==> src/rtl/cod_pkg.sv <==
// Purpose: constants and types for the comparator output debounce block
// Assumes: 32-bit APB register port, one system clock, async active-low reset
// Notes:   every offset, field position, reset value and run length lives here
//
// Function
// [RULE1] enable bit powers comparator; off forces result 0
// [RULE2] disabled: output flag equals polarity setting
// [RULE3] debounced output follows only after matching run
// [RULE4] debounce codes: none, 32, 64, 127 samples
// [RULE5] control bit 4 reads zero, ignores writes
// [RULE6] flag is positive-above-negative, optionally inverted
// [RULE7] status bits read-only; controls read-write, reset zero
package cod_pkg;

    // byte addresses of the two registers
    localparam logic [7:0] COD_OFS_CTRL = 8'h00;  // comparator1_control
    localparam logic [7:0] COD_OFS_CFG  = 8'h04;  // polarity configuration

    // comparator1_control field positions
    localparam int COD_OUT_BIT  = 7;  // polarity-adjusted flag, read only
    localparam int COD_EN_BIT   = 6;  // comparator enable
    localparam int COD_DEB_BIT  = 5;  // debounced flag, read only
    localparam int COD_RSVD_BIT = 4;  // unimplemented, reads zero
    localparam int COD_DSEL_LSB = 2;  // debounce select, two bits
    localparam int COD_ISEL_LSB = 0;  // current select, two bits

    // configuration register field positions
    localparam int COD_INV_BIT  = 0;  // polarity invert

    // values after reset
    localparam logic [7:0] COD_CTRL_RST = 8'h00;
    localparam logic [7:0] COD_CFG_RST  = 8'h00;

    // debounce select encodings
    localparam logic [1:0] COD_DSEL_NONE = 2'h0;
    localparam logic [1:0] COD_DSEL_S32  = 2'h1;
    localparam logic [1:0] COD_DSEL_S64  = 2'h2;
    localparam logic [1:0] COD_DSEL_S127 = 2'h3;

    // previous samples that must match the current one (N)
    localparam logic [6:0] COD_RUN_S32  = 7'h1F;  // 32 samples in all
    localparam logic [6:0] COD_RUN_S64  = 7'h3F;  // 64 samples in all
    localparam logic [6:0] COD_RUN_S127 = 7'h7E;  // 127 samples in all
    localparam logic [6:0] COD_RUN_MAX  = 7'h7F;  // counter saturation

    // whole state of the block, registered as one word
    typedef struct packed {
        logic        en;       // comparator enable
        logic [1:0]  dsel;     // debounce select
        logic [1:0]  isel;     // current select, passed to analog core
        logic        inv;      // polarity invert
        logic        pol;      // polarity-adjusted sample
        logic        deb;      // debounced output
        logic [6:0]  run;      // previous samples equal to current one
        logic [31:0] prdata;   // read data for the access phase
        logic        pready;   // access phase answer
        logic        pslverr;  // unmapped address answer
    } cod_state_t;

endpackage

==> src/rtl/cod_top.sv <==
// Purpose: digital control and output conditioning of one line comparator
// Assumes: comparator core output is synchronous to pclk (high when + above -)
// Notes:   every APB access has exactly one access cycle; no wait states
//          the filter counts samples that agree with the newest one, so a glitch
//          shorter than the selected run never reaches the debounced output
`timescale 1ns/1ps
module cod_top (
    input  wire logic        pclk,               // system clock, 40 MHz
    input  wire logic        presetn,            // async reset, active low
    input  wire logic        psel,               // APB select
    input  wire logic        penable,            // APB access phase
    input  wire logic        pwrite,             // APB direction, 1 = write
    input  wire logic [7:0]  paddr,              // APB byte address
    input  wire logic [31:0] pwdata,             // APB write data
    output logic      [31:0] prdata,             // APB read data
    output logic             pready,             // APB ready
    output logic             pslverr,            // APB error on unmapped address
    input  wire logic        cmp_raw_in,         // analog core result
    output logic             cmp_enable_bit,     // power control to analog core
    output logic      [1:0]  cmp_current_select, // bias current to analog core
    output logic             cmp_polarised_out,  // polarity-adjusted flag
    output logic             cmp_debounced_out   // filtered flag
);
    import cod_pkg::*;

    cod_state_t state_ff;   // registered state
    cod_state_t nxt_state;  // next state
    logic       wr_ctrl;    // write strobe to control register
    logic       wr_cfg;     // write strobe to configuration register
    logic       raw_gated;  // comparator result after enable gating
    logic [6:0] run_limit;  // required previous matching samples

    // run length for a debounce code; zero when filtering is off
    // a limit of zero would make the filter a plain copy of the flag
    function automatic logic [6:0] limit_of(input logic [1:0] sel);
        logic [6:0] lim;
        lim = 7'h00;
        case (sel)
            COD_DSEL_S32:  lim = COD_RUN_S32;
            COD_DSEL_S64:  lim = COD_RUN_S64;
            COD_DSEL_S127: lim = COD_RUN_S127;
            default:       lim = 7'h00;
        endcase
        return lim;
    endfunction

    // writes land only at the completing edge of the access phase
    assign wr_ctrl = psel && penable && state_ff.pready && pwrite && (paddr == COD_OFS_CTRL);
    assign wr_cfg  = psel && penable && state_ff.pready && pwrite && (paddr == COD_OFS_CFG);

    // a disabled comparator gives 0 whatever the inputs do
    assign raw_gated = state_ff.en & cmp_raw_in;  // RULE1
    assign run_limit = limit_of(state_ff.dsel);

    // next-state logic: registers, sampling, filter and bus answer
    // the whole block is one state word, so every output below is a flip-flop
    // and the bus answer is prepared one cycle ahead of the access phase;
    // the filter is symmetric: rising and falling flags need the same run,
    // which trades a little latency on release for immunity to chatter
    always_comb begin
        nxt_state = state_ff;

        // control fields; out, debounced and bit 4 are not writable
        if (wr_ctrl) begin
            nxt_state.en   = pwdata[COD_EN_BIT];                      // RULE1 RULE7
            nxt_state.dsel = pwdata[COD_DSEL_LSB +: 2];               // RULE4 RULE7
            nxt_state.isel = pwdata[COD_ISEL_LSB +: 2];               // RULE7
        end
        if (wr_cfg) begin
            nxt_state.inv = pwdata[COD_INV_BIT];
        end

        // polarity: disabled gives 0 or 1 per inversion setting
        nxt_state.pol = raw_gated ^ state_ff.inv;                     // RULE2 RULE6

        // count previous samples that agree with the new one
        // saturating, not wrapping, keeps a long steady level counted as a
        // full run, so the output never stalls behind a wrapped counter
        if (nxt_state.pol != state_ff.pol) begin
            nxt_state.run = 7'h00;                                    // RULE3
        end else if (state_ff.run != COD_RUN_MAX) begin
            nxt_state.run = state_ff.run + 7'h01;                     // RULE3
        end

        // follow at once when off, else only after a full matching run
        if (state_ff.dsel == COD_DSEL_NONE) begin
            nxt_state.deb = nxt_state.pol;                            // RULE4
        end else if (nxt_state.run >= run_limit) begin
            nxt_state.deb = nxt_state.pol;                            // RULE3 RULE4
        end

        // bus answer is prepared in the setup cycle, shown in the access cycle
        // read data is a snapshot of the state at the setup edge; a flag that
        // moves during the access cycle shows up on the next read
        nxt_state.pready  = psel && !penable;
        nxt_state.pslverr = 1'b0;
        nxt_state.prdata  = 32'h0000_0000;
        if (psel && !penable) begin
            if (paddr == COD_OFS_CTRL) begin
                nxt_state.prdata[COD_OUT_BIT]       = state_ff.pol;   // RULE7
                nxt_state.prdata[COD_EN_BIT]        = state_ff.en;
                nxt_state.prdata[COD_DEB_BIT]       = state_ff.deb;   // RULE7
                nxt_state.prdata[COD_RSVD_BIT]      = 1'b0;           // RULE5
                nxt_state.prdata[COD_DSEL_LSB +: 2] = state_ff.dsel;
                nxt_state.prdata[COD_ISEL_LSB +: 2] = state_ff.isel;
            end else if (paddr == COD_OFS_CFG) begin
                nxt_state.prdata[COD_INV_BIT] = state_ff.inv;
            end else begin
                // unmapped: zero data and an error flag, nothing stored
                nxt_state.pslverr = 1'b1;
            end
        end
    end

    // single state register; reset values are constants only
    // the async branch loads constants only, so release needs no settling
    always_ff @(posedge pclk or negedge presetn) begin
        if (!presetn) begin
            state_ff         <= '0;
            state_ff.en      <= COD_CTRL_RST[COD_EN_BIT];             // RULE7
            state_ff.dsel    <= COD_CTRL_RST[COD_DSEL_LSB +: 2];      // RULE7
            state_ff.isel    <= COD_CTRL_RST[COD_ISEL_LSB +: 2];      // RULE7
            state_ff.inv     <= COD_CFG_RST[COD_INV_BIT];
        end else begin
            state_ff <= nxt_state;
        end
    end

    // every output straight from the state register
    // no logic sits between these flip-flops and the pins
    assign prdata             = state_ff.prdata;
    assign pready             = state_ff.pready;
    assign pslverr            = state_ff.pslverr;
    assign cmp_enable_bit     = state_ff.en;
    assign cmp_current_select = state_ff.isel;
    assign cmp_polarised_out  = state_ff.pol;
    assign cmp_debounced_out  = state_ff.deb;
endmodule // cod_top

==> config.mk <==
export PLATFORM = sky130hd
export DESIGN_NAME = cod_top
export DESIGN_NICKNAME = d
export VERILOG_FILES = /design/src/rtl/cod_pkg.sv /design/src/rtl/cod_top.sv
export SDC_FILE = /design/constraint.sdc
export NUM_CORES = 1
export LEC_CHECK = 0
export ABC_AREA = 1
export BUFFER_PORTS_ARGS = -buffer_cell sky130_fd_sc_hd__buf_4
export CAP_MARGIN = 20
export CORE_MARGIN = 2
export CORE_UTILIZATION = 39
export CTS_CLUSTER_SIZE = 8
export DETAILED_ROUTE_END_ITERATION = 6
export PLACE_DENSITY = 0.71
export SKIP_CTS_REPAIR_TIMING = 1
export SLEW_MARGIN = 0
export SYNTH_ARGS = -nofsm -noshare
export SYNTH_HDL_FRONTEND = slang
export SYNTH_SLANG_ARGS = --single-unit
==> constraint.sdc <==
create_clock -name pclk -period 2.1 [get_ports pclk]
set_input_delay 0.42 -clock pclk [delete_from_list [all_inputs] [get_ports pclk]]
set_output_delay 0.42 -clock pclk [all_outputs]
set_load 0.005 [all_outputs]
---- Word level (Yosys, flattened, before mapping) ----
Index checks and enable logic that the tools add are counted.
word-level totals
  logic and storage cells ................. 42
  bits of input ports ..................... 46
  bits in registers ....................... 25
cells by class
  add/sub/neg operators ................... 1
  reduce and logical (&&, ||, !) cells .... 10
  bitwise gates (word level) .............. 2
  magnitude comparators ................... 1
  multiplexer cells ....................... 12
  equal/unequal tests ..................... 6
operators with widths
  kind                 count
  $mux 7               3
  $pmux 7 s3           1
  $eq 8x3->1 const B   1
  $logic_not 8->1      1
  $mux 8               1
  $add 7x1->7 const B  1
  $ge 7x7->1           1
  $mux 1               7
  $ne 7x7->1 const B   1
  $logic_and 1x1->1    6
  $eq 2x2->1 const B   2
  $eq 2x1->1 const B   1
  $logic_not 2->1      1
  $reduce_bool 2->1    1
  $and 1x1->1          1
  $logic_not 1->1      1
  $ne 1x1->1           1
  $xor 1x1->1          1

---- Depth between registers and ports, before layout ----
Gate-level depths: netlist of the first run.
  depth in word-level cells ............... 7
  gate-level depth with buffers ........... 14
  mapped depth without buffers ............ 14

---- Least setup slack after synthesis of the first run ----
No wires, ideal clock.
  kind .................................... register to register
  from .................................... register state_ff[34] (netlist bit)
  to ...................................... register state_ff, in the netlist cmp_debounced_out
  cell stages (with the launch flop) ...... 14
  path buffers ............................ 0
  arrival time ............................ 1.806 ns
  period minus slack after synthesis ...... 1.923 ns
  setup slack ............................. 0.177 ns
  library setup time ...................... 0.116 ns
  cells stage by stage .................... dfrtp_1 -> ha_1 -> nand3_2 -> nor2_4 -> inv_2 -> nand2_2 -> nand4_2 -> ha_1 -> nand3_1 -> nand2_1 -> o21ai_0 -> nand2_1 -> nand2_1 -> nand2_1
on the way
  cells in the longest elaborated chain, start to end .. 5
RTL lines
  what                                              RTL line                      text
  start: declaration                                cod_top.sv:26                 cod_state_t state_ff;
  start signal: assignment                          cod_top.sv:125                state_ff <= nxt_state;
  $add 7x1->7 / $ne 7x7->1 (equally long branches)  cod_top.sv:82, cod_top.sv:81
  $mux 7 (*)                                        cod_top.sv:81                 end else if (state_ff.run != COD_RUN_MAX) begin
  $mux 7 (*)                                        cod_top.sv:79                 if (nxt_state.pol != state_ff.pol) begin
  $ge 7x7->1 (*)                                    cod_top.sv:88                 end else if (nxt_state.run >= run_limit) begin
  $reduce_bool 2->1 (no line) (*)                   n/a
Mark *: on every way between the ends. The rest lies on a longest branch, timed or not.
A chain may end at the register's enable or synchronous reset.

==> out/metrics.csv, run 1 <==
metric,value,unit
final_cells,275,
max_freq,0.488,GHz
hpwl,2170,microns
drtIter0Drc,46,
setup-violations-final,0,
ys_seq_area_frac,0.392,
numCtsBuffers,3,
required,2260,ps
nets,285,
critPathLaunch,state_ff[36],
hold_path_class,in -> async,
hold_viol,0,
synth_cells,188,
min_period,2050,ps
yosysUniqueCellTypes,22,
ff2ff_setup_slack,50,ps
drive_above_1_share,0.348,
gp_congestion,0.739,
rows,22,
dp.cells,264,
r2r_cells,13,
hold_ws,37.2,ps
cts.clk_slew.worst_paths,80,ps
vias_per_cell,4.42,
clock_skew,0.791,ps
clkSinkCount,24,
cts_root_buffer,clkbuf_8,
seq_area,602,sq um
die_height,66.7,microns
coreArea,0.00372,sq mm
criticalPathCategory,reg -> reg,
drc,0,
placement.io_buffers,32,
grt_max_degree,25,
clockBufferDepth,2,
critPathLaunchType,flip-flop,
tns,0,ps
outcome,"complete, no violations",
max_cap_violations,0,
power_density,933,mW/mm^2
multiInputGateArea,791,sq um
area_delta_synth_final,26.5,%
antenna_cells,0,
grt_pass1_vias,1063,
r2r_end,cmp_debounced_out,
pin_count,85,
n_fill_cell,361,
detail-route-antenna-nets,0,
cts_tree,yes,
ys_warn_count,0,
wirelength,3050,microns
avgRoutedWirePerCell,11.1,microns
initial_core_util,0.412,
ys_ff_latch,24,
drt-pass1-iter-count,4,
syn_avg_cell_area,8.15,sq um
fp.dieArea,0.00445,sq mm
fin_crit_sh,0.976,
synth_area,0.00153,sq mm
power_leakage,0.000995,uW
arrival,2210,ps
r2r_start,state_ff[36],
grt_overflow,0,
slew_viol_final,0,
grt_use_total,0.131,
antenna_found_initial,0,
cp_max_fo,4,
num_vias,1216,
ir_worst_vdd,0.000422,V
grt_pass1_wl,4470,microns
htreeDepth,1,
chipWidth,66.7,microns
end_kind,flip-flop,
clkLatencyLatePin,260,ps
==> report_power, final <==
group	internal [uW]	leakage [uW]	switching, uW
clock network	255	0.0000357	143
registers	535	0.000312	76.4
logic	368	0.000648	433
total	1160	0.000995	652
==> metal layers <==
layer	GRT usage	vias to the layer above	wire length, microns
met1	0.173	556	1300
met2	0.218	41	1560
li1	-	617	-
met3	0.0203	2	164
met4	0.0459	0	27
met5	0	-	0
==> per-stage QoR <==
stage,setup slack (ps),power [uW],utilization,instance area (sq um)
after floorplan,177,1070,-,1620
after global placement,23.2,1190,0.461,1710
after detailed placement,-6.52,1210,0.461,1710
after CTS,12.5,1620,0.480,1780
after global routing,-87.1,1960,0.522,1940
final,50.3,1810,0.522,1940
==> synthesized netlist by cell type (all sizes together) <==
library cell,n,area [sq um]
nand4,2,18.8
inv,20,75.1
a21oi,8,40.0
nand2,38,148
ha,11,138
o21ai,3,15.0
nand3,18,95.1
xor2,1,8.76
dfrtp,24,601
a21o,1,7.51
buf,34,255
nor2,23,104
conb,1,3.75
nor3,3,15.0
xnor2,1,8.76
==> cell usage in the layout (no fill, tap or decap), types with 2 or more instances in the layout <==
master	Yosys	final
inv_1	18	18
a21oi_1	8	4
a21oi_2	0	3
nand2_4	0	2
nand2_1	36	32
nand2_2	2	4
clkbuf_8	0	3
nand3_1	17	16
conb_1	1	25
dfrtp_1	24	23
nor2_4	2	2
nor2_2	1	8
buf_4	34	45
nor3_1	3	3
ha_1	11	9
nor2_1	20	13
==> worst max-delay path by stage <==
stage / end / cells past startpoint
2_1_floorplan: cmp_debounced_out / 13
3_3_place_gp: cmp_debounced_out / 12
3_5_place_dp: cmp_debounced_out / 12
4_1_cts: cmp_debounced_out / 11
5_1_grt: cmp_debounced_out / 13
6_report: cmp_debounced_out / 13
==> worst max-delay path, stage by stage, from the launching register on <==
cell and delay [ps]:
dfrtp_1 500, nand3_1 210, nor2_2 150, nand3_1 130
nand2_4 100, nor2_2 40, nor2_2 120, ha_1 250
nand2_2 90, nor2_2 50, nor2_2 140, nand2_1 70
nand2_1 60, nand2_1 50
==> area by class of cell <==
| type | instances | area share |
|---|---|---|
| flip-flops and latches | 24 | 0.310 |
| clock inverters | 1 | 0.0155 |
| inverters | 20 | 0.0400 |
| clock buffers | 3 | 0.0213 |
| repair buffers | 45 | 0.174 |
| multi-input cells | 134 | 0.408 |
| well taps | 48 | 0.0310 |
==> flip-flops by register name, indices dropped and copies added (netlist names) <==
name	flops
cmp_debounced_out	1
pready	1
state_ff	10
cmp_polarised_out	1
cmp_enable_bit	1
pslverr	1
prdata	7
cmp_current_select	2
==> cells by family after synthesis <==
family,share of synthesized area
AOI/OAI and AO/OA,0.0408
xor gates and xnor gates,0.0114
adders and majority gates,0.0898
buffers and inverters,0.216
DFF,0.392
other,0.00245
and+or+nand+nor,0.248
No activity file was read; power rests on OpenSTA's default activity.
==> inputs of run 2 (changes only) <==
--- a/config.mk
+++ b/config.mk
@@ -6,6 +6,7 @@
 export NUM_CORES = 1
 export LEC_CHECK = 0
 export ABC_AREA = 1
+export ABC_CLOCK_PERIOD_IN_PS = 2100
 export BUFFER_PORTS_ARGS = -buffer_cell sky130_fd_sc_hd__buf_4
 export CAP_MARGIN = 20
 export CORE_MARGIN = 2
@@ -13,6 +14,7 @@
 export CTS_CLUSTER_SIZE = 8
 export DETAILED_ROUTE_END_ITERATION = 6
 export PLACE_DENSITY = 0.71
+export SETUP_SLACK_MARGIN = 0.5
 export SKIP_CTS_REPAIR_TIMING = 1
 export SLEW_MARGIN = 0
 export SYNTH_ARGS = -nofsm -noshare
==> out/metrics.csv, run 2 (synthesis gave the netlist of run 1 again) <==
metric,value,unit,change
rsz0062_at_grt,true,,
drive_above_1_share,0.297,,-0.0507
chipWidth,66.7,microns,unchanged
power_density,982,mW/mm^2,+5.3%
n_fill_cell,369,,+2.2%
max_freq,0.506,GHz,+3.7%
slew_viol_final,0,,unchanged
clock_skew,3.81,ps,+3.02 ps
cts_tree,yes,,
grt_pass1_wl,4550,microns,+1.7%
numCtsBuffers,3,,unchanged
num_vias,1203,,-1.1%
drt-pass1-iter-count,4,,unchanged
end_kind,flip-flop,,
ir_worst_vdd,0.000465,V,+10%
r2r_cells,13,,unchanged
top_register,state_ff,,
criticalPathCategory,reg -> reg,,
nets,280,,-1.8%
antenna_found_initial,0,,unchanged
hold_ws,38.4,ps,+1.28 ps
pin_count,85,,unchanged
wirelength,3040,microns,-0.23%
rows,22,,unchanged
cts.clk_slew.worst_paths,90,ps,about the same
clkSinkCount,24,,unchanged
final_cell_mix,"buf_4, nand2_1, conb_1, dfrtp_1, inv_1",,
largest_register_ffs,10,,unchanged
setup_ws,123,ps,+73.0 ps
power_leakage,0.000971,uW,-2.4%
setup-violations-final,0,,unchanged
htreeDepth,1,,unchanged
detail-route-antenna-nets,0,,unchanged
critPathLaunchType,flip-flop,,
clockBufferDepth,2,,unchanged
hold_viol,0,,unchanged
initial_core_util,0.412,,unchanged
vias_per_cell,4.46,,+0.76%
grt_overflow,0,,unchanged
area_delta_synth_final,21.9,%,
cts_root_buffer,clkbuf_8,,
clkLatencyLatePin,270,ps,about the same
coreArea,0.00372,sq mm,unchanged
placement.io_buffers,32,,unchanged
hold_path_class,in -> async,,
cp_max_fo,5,,+1
antenna_cells,0,,unchanged
tns,0,ps,unchanged
die_height,66.7,microns,unchanged
mostFrequentLayoutCell,buf_4,,
hpwl,2210,microns,+1.8%
gp_congestion,0.792,,+7.2%
required,2260,ps,about the same
dp_slack,-11.6,ps,-5.06 ps
grt_pass1_vias,1063,,unchanged
fp.dieArea,0.00445,sq mm,unchanged
max_cap_violations,0,,unchanged
drtIter0Drc,32,,-30%
drc,0,,unchanged
grt_use_total,0.135,,+0.00398
arrival,2140,ps,-70 ps
avgRoutedWirePerCell,11.3,microns,+1.6%
min_period,1980,ps,-73.0 ps
outcome,"complete, no violations",,
fin_crit_sh,0.941,,-0.0347
grt_max_degree,25,,unchanged
==> run 2: final timing paths <==
kind / startpoint / to / slack [ps]
worst min-delay path: presetn / cmp_polarised_out / 40
worst max register to register: state_ff[35] / cmp_debounced_out / 120
min in group pclk: penable / pready / 360
worst min register to register: state_ff[46] / state_ff[46] / 530
worst max-delay path: state_ff[35] / cmp_debounced_out / 120
max in group asynchronous: presetn / prdata[3] / 1820
==> run 2: area by class of cell <==
class	instances	area, sq um	share of cell area
clock inverter	1	30.0	0.0161
multi-input combinational	134	758	0.406
sequential	24	601	0.322
inverter	20	77.6	0.0415
clock buffer	3	41.3	0.0221
tap	48	60.1	0.0322
timing repair buffer	40	300	0.161
==> run 2: worst max-delay path, cell delays in order, from the launching register on <==
cell and delay (ps):
dfrtp_1 420, ha_4 180, nand3_4 80, nor2_4 190
inv_4 70, nand2_2 70, a21oi_2 60, ha_1 310
nand3_1 80, nand2_1 70, o21ai_2 160, nand2_1 70
nand2_1 60, nand2_1 50
==> run 2: routing by layer <==
layer | global-route usage | share of wire
met1 | 0.172 | 0.44
met2 | 0.220 | 0.50
met3 | 0.0203 | 0.041
met4 | 0.0714 | 0.021
met5 | 0 | 0
==> run 2: stage by stage <==
stage               power, uW  utilization  cells  cell area [sq um]
floorplan                1090            -    212               1630
global route             1980        0.503    270               1870
global placement         1170        0.454    259               1690
detailed placement       1200        0.454    259               1690
CTS                      1610        0.473    263               1760
finish                   1840        0.503    270               1870
==> run 2: report_power, final <==
part	leakage, uW	switching [uW]	internal (uW)
Clock	0.0000357	152	255
Combinational	0.000622	419	382
Sequential	0.000313	92.9	535
==> inputs of run 3 (changes only) <==
--- a/config.mk
+++ b/config.mk
@@ -13,6 +13,7 @@
 export CORE_UTILIZATION = 39
 export CTS_CLUSTER_SIZE = 8
 export DETAILED_ROUTE_END_ITERATION = 6
+export HOLD_SLACK_MARGIN = 0.12
 export PLACE_DENSITY = 0.71
 export SETUP_SLACK_MARGIN = 0.5
 export SKIP_CTS_REPAIR_TIMING = 1
==> out/metrics.csv, run 3 (synthesis gave the netlist of run 1 again) <==
metric,value,unit,change
area_delta_synth_final,22.5,%,
drtIter0Drc,38,,+19%
dp_slack,-11.6,ps,unchanged
chipWidth,66.7,microns,unchanged
cts_root_buffer,clkbuf_8,,
placement.io_buffers,32,,unchanged
vias_per_cell,4.45,,-0.12%
critPathLaunchType,flip-flop,,
cpPeakStageDelay,420,ps,about the same
numCtsBuffers,3,,unchanged
grt_overflow,0,,unchanged
max_freq,0.506,GHz,about the same
die_height,66.7,microns,unchanged
cts_tree,yes,,
setup_ws,123,ps,-0.481 ps
gp_congestion,0.792,,unchanged
rows,22,,unchanged
fin_crit_sh,0.942,,about the same
criticalPathCategory,reg -> reg,,
path_cells,ha_4 > nand3_4 > nor2_4 > inv_4 > nand2_2 > a21oi_2 > ha_1 > nand3_1 > nand2_1 > o21ai_2 > nand2_1 > nand2_1 > nand2_1,,
setup-violations-final,0,,unchanged
pin_count,85,,unchanged
clockBufferDepth,2,,unchanged
grt_pass1_vias,1063,,unchanged
final_cells,271,,+0.37%
power_density,978,mW/mm^2,-0.44%
dp.cells,259,,unchanged
required,2260,ps,about the same
grt_pass1_wl,4550,microns,unchanged
antenna_cells,0,,unchanged
num_vias,1206,,+0.25%
drive_above_1_share,0.296,,-0.00133
largest_register_ffs,10,,unchanged
avgRoutedWirePerCell,11.2,microns,-0.21%
ff2ff_setup_slack,120,ps,about the same
final_cell_mix,"buf_4, nand2_1, conb_1, dfrtp_1, inv_1",,
coreArea,0.00372,sq mm,unchanged
crit_path_end,cmp_debounced_out,,
hold_path_class,in -> reg,,
end_kind,flip-flop,,
slew_viol_final,0,,unchanged
drc,0,,unchanged
grt_use_total,0.135,,unchanged
detail-route-antenna-nets,0,,unchanged
slowest_stage,dfrtp_1,,
design_area,0.00188,sq mm,+0.54%
power_leakage,0.000975,uW,+0.43%
tns,0,ps,unchanged
r2r_start,state_ff[35],,
cp_max_fo,5,,unchanged
cts.clk_slew.worst_paths,90,ps,about the same
ir_worst_vdd,0.000466,V,+0.12%
clkLatencyLatePin,270,ps,about the same
htreeDepth,1,,unchanged
top_register,state_ff,,
rsz0062_at_grt,true,,
critPathLaunch,state_ff[35],,
max_cap_violations,0,,unchanged
clkSinkCount,24,,unchanged
r2r_end,cmp_debounced_out,,
drt-pass1-iter-count,4,,unchanged
r2r_cells,13,,unchanged
min_period,1980,ps,+0.481 ps
fp.dieArea,0.00445,sq mm,unchanged
wirelength,3050,microns,+0.16%
nets,281,,+0.36%
hpwl,2210,microns,unchanged
cp.depth,13,,unchanged
crit_buf_inv,1,,unchanged
critPathTopFamily,simple AND/OR/NAND/NOR gates,,
clock_skew,3.32,ps,-0.493 ps
critical_path.most_common_cell,nand2_1,,
outcome,"complete, no violations",,
mostFrequentLayoutCell,buf_4,,
hold_viol,0,,unchanged
initial_core_util,0.412,,unchanged
arrival,2140,ps,about the same
antenna_found_initial,0,,unchanged
grt_max_degree,25,,unchanged
post_dp_cell_area,0.00169,sq mm,unchanged
run 3: layout make-up:
class	count	area, sq um
clock inverters	1	30.0
multi-input cells	134	758
inverters	20	77.6
flip-flops and latches	24	601
clock buffers	3	41.3
fillers	368	1840
repair buffers	41	310
well taps	48	60.1
run 3: worst min-delay path by stage:
stage | start | endpoint | slack (ps) | depth (start not counted)
after floorplan | presetn | cmp_current_select[0] | 120 | 0
after global placement | presetn | state_ff[35] | 330 | 1
after detailed placement | presetn | state_ff[37] | 340 | 1
after CTS | presetn | cmp_polarised_out | 50 | 1
after global routing | penable | pready | 360 | 2
final | penable | pready | 360 | 2
run 3: layer usage:
metal,vias to the layer above,wire [microns],global-route usage
li1,607,-,-
met1,559,1340,0.172
met2,33,1520,0.220
met3,7,126,0.0203
met4,0,65,0.0714
met5,-,0,0
run 3: stage by stage:
step | utilization | hold WS, ps | total power [uW]
final | 0.505 | 360 | 1840
after global routing | 0.505 | 358 | 1980
after CTS | 0.473 | 46.9 | 1610
after detailed placement | 0.454 | 337 | 1200
after global placement | 0.454 | 331 | 1170
after floorplan | - | 124 | 1090
run 3: report_power, final:
group | internal (uW) | switching (uW)
clock | 255 | 151
combinational | 383 | 420
sequential | 535 | 93.1
total | 1170 | 664
run 3: worst reg2reg max path, stage by stage (launching register included):
cell and delay [ps]:
dfrtp_1 420, ha_4 180, nand3_4 80, nor2_4 190, inv_4 70, nand2_2 70
a21oi_2 60, ha_1 310, nand3_1 80, nand2_1 70, o21ai_2 160, nand2_1 70
nand2_1 60, nand2_1 50
